[src/dhba_pkg.sv]
// Package with constants and carrier types for the dual host drive arbiter.
// What this block does
// - After grant, only the interface whose select setting matches the drive number connects.
// - Buffer all controller bus signals; decode attention requests and head position commands.
// - Leftmost arbiter, enabled by left controller, drives chain output disabling downstream arbiters.
// - Grant the bus to the first requester, assert its select, serve in arrival order.
// - Time each grant; force the bus free after three seconds of holding.
// - Single-controller systems: arbiter disabled, access always available, controller ignores it.
package dhba_pkg;

    // ****************************************************************
    // Timing
    // ****************************************************************
    localparam int unsigned CLOCK_HZ = 20_000_000;
    localparam int unsigned HOLD_LIMIT_S = 3;
    localparam longint unsigned HOLD_LIMIT_CYCLES =
        longint'(HOLD_LIMIT_S) * longint'(CLOCK_HZ);

    // ****************************************************************
    // Widths and field positions
    // ****************************************************************
    localparam int unsigned DRIVE_W = 2;
    localparam int unsigned CYL_W = 9;
    localparam int unsigned CMD_W = 2;
    localparam logic [CMD_W-1:0] CMD_SEEK = 2'h2;
    localparam logic [CMD_W-1:0] CMD_RECAL = 2'h3;
    localparam int unsigned HOST_LEFT = 0;
    localparam int unsigned HOST_RIGHT = 1;

    // ****************************************************************
    // Carrier types
    // ****************************************************************
    // Signals driven by a controller onto the shared bus.
    typedef struct packed {
        logic [DRIVE_W-1:0] drive;
        logic [CMD_W-1:0] cmd;
        logic [CYL_W-1:0] cyl;
        logic addr_strobe;
        logic attn_req;
    } dhba_ctl_bus_t;

    // Signals returned by the drive toward the controller.
    typedef struct packed {
        logic ready;
        logic seek_done;
        logic seek_error;
        logic unsafe;
    } dhba_drv_bus_t;

    // Position command decoded for the drive.
    typedef struct packed {
        logic valid;
        logic recal;
        logic [CYL_W-1:0] cyl;
    } dhba_pos_cmd_t;

    typedef enum logic [1:0] {
        ARB_IDLE = 2'b00,
        ARB_LEFT = 2'b01,
        ARB_RIGHT = 2'b10
    } dhba_arb_state_t;

endpackage

[src/dhba_sync.sv]
// Two flip-flop synchroniser for a vector of asynchronous levels.
`timescale 1ns/1ps
`default_nettype none
module dhba_sync
#(
    parameter int unsigned WIDTH = 1
)
(
    input wire logic clock,
    input wire logic rstn,
    input wire logic [WIDTH-1:0] async_in,
    output logic [WIDTH-1:0] sync_out
);
    logic [WIDTH-1:0] stage1;

    // The first stage feeds only the second stage.
    always_ff @(posedge clock or negedge rstn)
    begin
        if (!rstn)
        begin
            stage1 <= '0;
            sync_out <= '0;
        end
        else
        begin
            stage1 <= async_in;
            sync_out <= stage1;
        end
    end
endmodule // dhba_sync
`default_nettype wire

[src/dhba_arbiter.sv]
// Per-drive interface with the shared-bus arbiter for two controllers.
`timescale 1ns/1ps
`default_nettype none
module dhba_arbiter
    import dhba_pkg::*;
#(
    parameter longint unsigned HOLD_CYCLES = HOLD_LIMIT_CYCLES
)
(
    input wire logic clock,
    input wire logic rstn,
    input wire logic dual_mode,
    input wire logic left_select_in,
    output logic left_select_out,
    input wire logic [1:0] request,
    input wire logic [1:0] finish,
    output logic [1:0] host_select,
    output logic timeout_release,
    input wire logic [DRIVE_W-1:0] select_switch,
    input wire dhba_ctl_bus_t ctl_bus,
    output dhba_ctl_bus_t drive_ctl,
    input wire dhba_drv_bus_t drv_bus,
    output dhba_drv_bus_t ctl_ret,
    output logic ctl_ret_oe,
    output logic drive_connected,
    output logic attn_to_drive,
    output dhba_pos_cmd_t pos_cmd
);
    localparam int unsigned CTL_W = $bits(dhba_ctl_bus_t);
    localparam int unsigned DRV_W = $bits(dhba_drv_bus_t);
    localparam int unsigned SYNC_W = 2 + 4 + DRIVE_W + CTL_W + DRV_W;

    // ****************************************************************
    // Input synchronisers
    // ****************************************************************
    // All pins come from cables, so every one is synchronised.
    logic [SYNC_W-1:0] sync_q;
    logic s_dual;
    logic s_left_in;
    logic [1:0] s_req;
    logic [1:0] s_fin;
    logic [DRIVE_W-1:0] s_switch;
    dhba_ctl_bus_t s_ctl;
    dhba_drv_bus_t s_drv;

    dhba_sync #(.WIDTH(SYNC_W)) u_sync
    (
        .clock(clock),
        .rstn(rstn),
        .async_in({dual_mode, left_select_in, request, finish,
            select_switch, ctl_bus, drv_bus}),
        .sync_out(sync_q)
    );

    assign {s_dual, s_left_in, s_req, s_fin, s_switch, s_ctl,
        s_drv} = sync_q;

    // The synchronisers reset to zero, which would read as single mode
    // and select both hosts at once; grants and connections wait until
    // real pin levels have come through.
    logic [1:0] warm;
    logic settled;

    always_ff @(posedge clock or negedge rstn)
    begin
        if (!rstn)
            warm <= 2'h0;
        else if (!warm[1])
            warm <= warm + 2'h1;
    end

    assign settled = warm[1];

    // ****************************************************************
    // Arbiter
    // ****************************************************************
    dhba_arb_state_t state;
    dhba_arb_state_t next_state;
    logic [63:0] hold_count;
    logic arb_active;
    logic hold_expired;
    logic [1:0] pending;
    logic queued_right;
    logic queued_left;

    // Only the arbiter enabled by the left controller runs; it disables
    // every arbiter further down the chain.
    assign arb_active = s_dual && s_left_in;
    assign left_select_out = arb_active;
    assign hold_expired = (hold_count >= HOLD_CYCLES - 64'h1);

    // A request that arrived while the other side held the bus waits
    // here so it is served next, in arrival order.
    always_ff @(posedge clock or negedge rstn)
    begin
        if (!rstn)
        begin
            queued_left <= 1'b0;
            queued_right <= 1'b0;
        end
        else
        begin
            queued_left <= s_req[HOST_LEFT] && state == ARB_RIGHT;
            queued_right <= s_req[HOST_RIGHT] && state == ARB_LEFT;
        end
    end

    assign pending = s_req;

    always_comb
    begin
        next_state = state;
        case (state)
            ARB_IDLE:
            begin
                // A queued request wins over a fresh one, and a tie goes
                // to the left controller.
                if (queued_right && pending[HOST_RIGHT])
                    next_state = ARB_RIGHT;
                else if (pending[HOST_LEFT])
                    next_state = ARB_LEFT;
                else if (pending[HOST_RIGHT])
                    next_state = ARB_RIGHT;
            end
            ARB_LEFT:
            begin
                if (s_fin[HOST_LEFT] || hold_expired)
                    next_state = (queued_right && pending[HOST_RIGHT]) ?
                        ARB_RIGHT : ARB_IDLE;
            end
            ARB_RIGHT:
            begin
                if (s_fin[HOST_RIGHT] || hold_expired)
                    next_state = (queued_left && pending[HOST_LEFT]) ?
                        ARB_LEFT : ARB_IDLE;
            end
            default:
                next_state = ARB_IDLE;
        endcase
        if (!arb_active)
            next_state = ARB_IDLE;
    end

    always_ff @(posedge clock or negedge rstn)
    begin
        if (!rstn)
            state <= ARB_IDLE;
        else
            state <= next_state;
    end

    // The hold timer restarts on every new grant.
    always_ff @(posedge clock or negedge rstn)
    begin
        if (!rstn)
            hold_count <= 64'h0;
        else if (next_state != state || state == ARB_IDLE)
            hold_count <= 64'h0;
        else
            hold_count <= hold_count + 64'h1;
    end

    always_ff @(posedge clock or negedge rstn)
    begin
        if (!rstn)
            timeout_release <= 1'b0;
        else
            timeout_release <= hold_expired && state != ARB_IDLE &&
                !s_fin[state == ARB_RIGHT ? HOST_RIGHT : HOST_LEFT];
    end

    // Selects stay on until the arbiter actually hands over, which lets
    // a finished controller remain connected meanwhile.
    always_ff @(posedge clock or negedge rstn)
    begin
        if (!rstn)
            host_select <= 2'h0;
        else if (!settled)
            host_select <= 2'h0;
        else if (!s_dual)
            host_select <= 2'h3;
        else if (!arb_active)
            host_select <= 2'h0;
        else
            host_select <= {next_state == ARB_RIGHT,
                next_state == ARB_LEFT};
    end

    // ****************************************************************
    // Drive connection and bus buffering
    // ****************************************************************
    // Downstream interfaces rely on the chain arbiter; in single mode
    // access is always available.
    logic access;
    logic match;
    logic connect;

    assign access = settled &&
        (!s_dual || !s_left_in || state != ARB_IDLE);
    assign match = (s_ctl.drive == s_switch);
    assign connect = access && match;

    always_ff @(posedge clock or negedge rstn)
    begin
        if (!rstn)
            drive_connected <= 1'b0;
        else
            drive_connected <= connect;
    end

    // The bus copies follow the same decision as drive_connected, so no
    // stale word leaks out in the cycle of a connect or disconnect.
    always_ff @(posedge clock or negedge rstn)
    begin
        if (!rstn)
        begin
            drive_ctl <= '0;
            ctl_ret <= '0;
            attn_to_drive <= 1'b0;
        end
        else
        begin
            drive_ctl <= connect ? s_ctl : '0;
            ctl_ret <= connect ? s_drv : '0;
            attn_to_drive <= connect && s_ctl.attn_req;
        end
    end

    assign ctl_ret_oe = drive_connected;

    // ****************************************************************
    // Position command decode
    // ****************************************************************
    logic strobe_d;

    always_ff @(posedge clock or negedge rstn)
    begin
        if (!rstn)
        begin
            strobe_d <= 1'b0;
            pos_cmd <= '0;
        end
        else
        begin
            strobe_d <= s_ctl.addr_strobe;
            pos_cmd.valid <= drive_connected && s_ctl.addr_strobe &&
                !strobe_d && (s_ctl.cmd == CMD_SEEK ||
                s_ctl.cmd == CMD_RECAL);
            pos_cmd.recal <= (s_ctl.cmd == CMD_RECAL);
            pos_cmd.cyl <= s_ctl.cyl;
        end
    end

endmodule // dhba_arbiter
`default_nettype wire

[config.mk]
export PLATFORM = sky130hd
export DESIGN_NAME = dhba_arbiter
export DESIGN_NICKNAME = d
export VERILOG_FILES = /design/src/dhba_pkg.sv /design/src/dhba_sync.sv /design/src/dhba_arbiter.sv
export SDC_FILE = /design/constraint.sdc
export NUM_CORES = 1
export LEC_CHECK = 0
export BUFFER_PORTS_ARGS = -buffer_cell sky130_fd_sc_hd__clkbuf_2
export CAP_MARGIN = 20
export CORE_ASPECT_RATIO = 1.1
export CORE_MARGIN = 2
export CORE_UTILIZATION = 53
export CTS_BUF_LIST = sky130_fd_sc_hd__clkbuf_2 sky130_fd_sc_hd__clkbuf_4 sky130_fd_sc_hd__clkbuf_8
export DETAILED_ROUTE_END_ITERATION = 8
export PLACE_DENSITY = 0.77
export SYNTH_ARGS = -nofsm -noshare
export SYNTH_HDL_FRONTEND = slang
export SYNTH_SLANG_ARGS = --single-unit
[constraint.sdc]
create_clock -name clock -period 2.36 [get_ports clock]
set_input_delay 0.236 -clock clock [delete_from_list [all_inputs] [get_ports clock]]
set_output_delay 0.236 -clock clock [all_outputs]
set_load 0.02 [all_outputs]
==> results.json <==
{
  "start_kind": "flip-flop",
  "rrSetupSlack_ps": -40,
  "htree_levels": 4,
  "setup_viol": 18,
  "grt_max_degree": 73,
  "min_from": "u_sync.stage1[26]",
  "routed_wl_um": 9270,
  "num-fill-cells": 664,
  "ys_seq_area_frac": 0.753,
  "powerDensity_nw_per_um2": 727,
  "cts_tree": "yes",
  "place_congestion": 0.840,
  "dp_hpwl_um": 5720,
  "seqPwrFrac": 0.580,
  "ant_nets": 0,
  "cellLeakagePower_nw": 3.17,
  "layout.cells.most_common": "dfrtp_1",
  "syn_area_per_cell_um2": 14.9,
  "synth.distinct_cells": 45,
  "p_switching_mw": 1.25,
  "relSlewSlack": 0.586,
  "dr.pass1.iters": 6,
  "synthCells": 354,
  "io_buffers": 65,
  "first_global_vias": 3398,
  "finalNetCount": 547,
  "finalClockSkew_ps": 12.4,
  "via_count": 3174,
  "cts_inserted_buffers": 17,
  "layout_setup_ws_ps": -36.9,
  "synth_edf_count": 0,
  "placementRows": 38,
  "final_layout_size_suffix_gt1_frac": 0.292,
  "n_antenna_cell": 0,
  "criticalPathCategory": "flip-flop to flip-flop",
  "switching_share": 0.251,
  "antenna_found_initial": 0,
  "hold_slack_ps": 347,
  "core_area_um2": 9790,
  "outcome": "finished, violations left",
  "die_area_um2": 10800,
  "syn_area_um2": 5290,
  "maxCapViolations": 0,
  "endpoint_kind": "flip-flop",
  "ys_warn_count": 0,
  "violations": "negative setup slack",
  "grt_pass1_wl_um": 15600,
  "peakVddDrop_mv": 0.444,
  "wl_per_cell_um": 14.3,
  "rsz0062_at_grt": "true",
  "fin_crit_sh": 1.02,
  "clk_pin_slew_ps": 90,
  "cts_max_path_buffers": 2,
  "pre_cts_ws_ps": -171,
  "cp.arrival_ps": 2730,
  "insertion_delay_ps": 440,
  "hold_class": "flip-flop to flip-flop",
  "clock_sinks": 159,
  "ys_ff_latch": 159,
  "synth_flop_cell": "dfrtp_1",
  "report.final.slew_viol_count": 0,
  "crit_start": "hold_count[37]",
  "grtUsageTotal": 0.191,
  "rr_startpoint": "hold_count[37]",
  "combPwrFrac": 0.055,
  "overflow": 0,
  "start_util": 0.540,
  "route.detailed.drc": 0,
  "post_drt_via_cell_ratio": 4.88,
  "pwr-share-clk": 0.364,
  "finalHoldViolations": 0,
  "fin_crit_ps": 2400,
  "drtIter0Drc": 201,
  "worst_ep_required_time_ps": 2690,
  "tightest_slew_ps": 622,
  "worstPathMaxFanout": 5,
  "intPower_mw": 3.72,
  "die_w_um": 99.2,
  "synthArstFlopShare": 1.00,
  "fmax_ghz": 0.417,
  "pin_count": 66,
  "root_buffer": "clkbuf_8",
  "syn2layout_area_growth_pct": 29.3,
  "die_y_um": 109,
  "final_cell_mix": "dfrtp_1 (159), clkbuf_2 (64), conb_1 (38)"
}
cell type report:
type,instances,area [µm²],share of cell area
clock buffer,18,241,0.0353
tap,120,150,0.0220
timing repair buffer,117,907,0.133
inverter,3,11.3,0.00165
clock inverter,14,124,0.0181
sequential,159,3980,0.582
multi-input combinational,219,1420,0.208
final timing paths:
path | depth (start not counted) | endpoint
worst max-delay path | 7 | hold_count[24]
worst min-delay path | 0 | u_sync.sync_out[26]
worst max register to register | 7 | hold_count[24]
worst min register to register | 0 | u_sync.sync_out[26]
max in group asynchronous | 3 | hold_count[37]
min in group asynchronous | 2 | u_sync.stage1[0]
cell families after synthesis:
logic type	count (synthesis)	share of synthesized area
xor+xnor	26	0.0431
buf+inv	13	0.0194
simple gates	110	0.118
other cells	1	0.000710
compound gates	44	0.0632
flops	159	0.753
fa+ha+maj	1	0.00237
power by group through the flow:
stage               clock network, mW  logic, mW  registers [mW]
floorplan                           0     0.0606            2.97
global placement                    0      0.227            2.93
detailed placement                  0      0.233            2.93
CTS                              1.85      0.275            2.88
global route                     1.98      0.307            2.89
finish                           1.81      0.275            2.88
per-stage QoR:
stage | cell area (µm²) | total power [mW] | TNS, ps | std cells | utilization
after detailed placement | 6020 | 3.17 | -2210 | 585 | 0.615
final | 6840 | 4.97 | -281 | 650 | 0.698
after CTS | 6800 | 5.01 | -68.6 | 649 | 0.694
after global routing | 6840 | 5.18 | -3110 | 650 | 0.698
after global placement | 6020 | 3.15 | -1420 | 585 | 0.615
after floorplan | 5440 | 3.03 | 0 | 391 | -
routing by layer:
metal  track usage  share of wire  up-vias
met2         0.329           0.54       81
met5             0              0        -
li1              -              -     1493
met4        0.0832          0.015        0
met1         0.227           0.41     1589
met3        0.0532          0.036       11
Yosys cell counts (2+ instances only):
| master | instances | area, µm² |
|---|---|---|
| a21oi_1 | 8 | 40.0 |
| a21oi_2 | 19 | 166 |
| a31oi_1 | 2 | 12.5 |
| and2_1 | 22 | 138 |
| and3_1 | 3 | 18.8 |
| and4_1 | 2 | 17.5 |
| buf_4 | 3 | 22.5 |
| buf_6 | 2 | 22.5 |
| clkbuf_1 | 3 | 11.3 |
| dfrtp_1 | 159 | 3980 |
| inv_1 | 3 | 11.3 |
| nand2_1 | 19 | 71.3 |
| nand2b_1 | 5 | 31.3 |
| nand3_1 | 13 | 65.1 |
| nand4_1 | 6 | 37.5 |
| nor2_1 | 12 | 45.0 |
| nor2b_1 | 3 | 18.8 |
| nor3_1 | 5 | 25.0 |
| nor4_1 | 9 | 56.3 |
| nor4_2 | 2 | 25.0 |
| o21ai_0 | 5 | 25.0 |
| or4_1 | 2 | 15.0 |
| xnor2_1 | 10 | 87.6 |
| xor2_1 | 16 | 140 |
timing repair:
item,CTS,global route
resized for setup,10,4
hold endpoints to repair,97,0
setup buffers,2,1
gates cloned,2,0
pin swaps,7,13
hold buffers,28,0
setup endpoints to repair,26,26
worst max-delay path, stage by stage (launching register included):
cell and delay, ps:
dfrtp_1 380, nor4_2 270, nand2_1 100, or4_4 580, or4_4 470, nand4_4 160, bufbuf_16 280, a21oi_2 50
sequential cells by signal, summed over array words and instances (netlist names), 2 cells and up:
signal	flops
ctl_ret	4
drive_ctl	14
warm	2
pos_cmd	11
state	2
host_select	2
hold_count	64
u_sync.stage1	27
u_sync.sync_out	27
No activity file was read; power rests on OpenSTA's default activity.
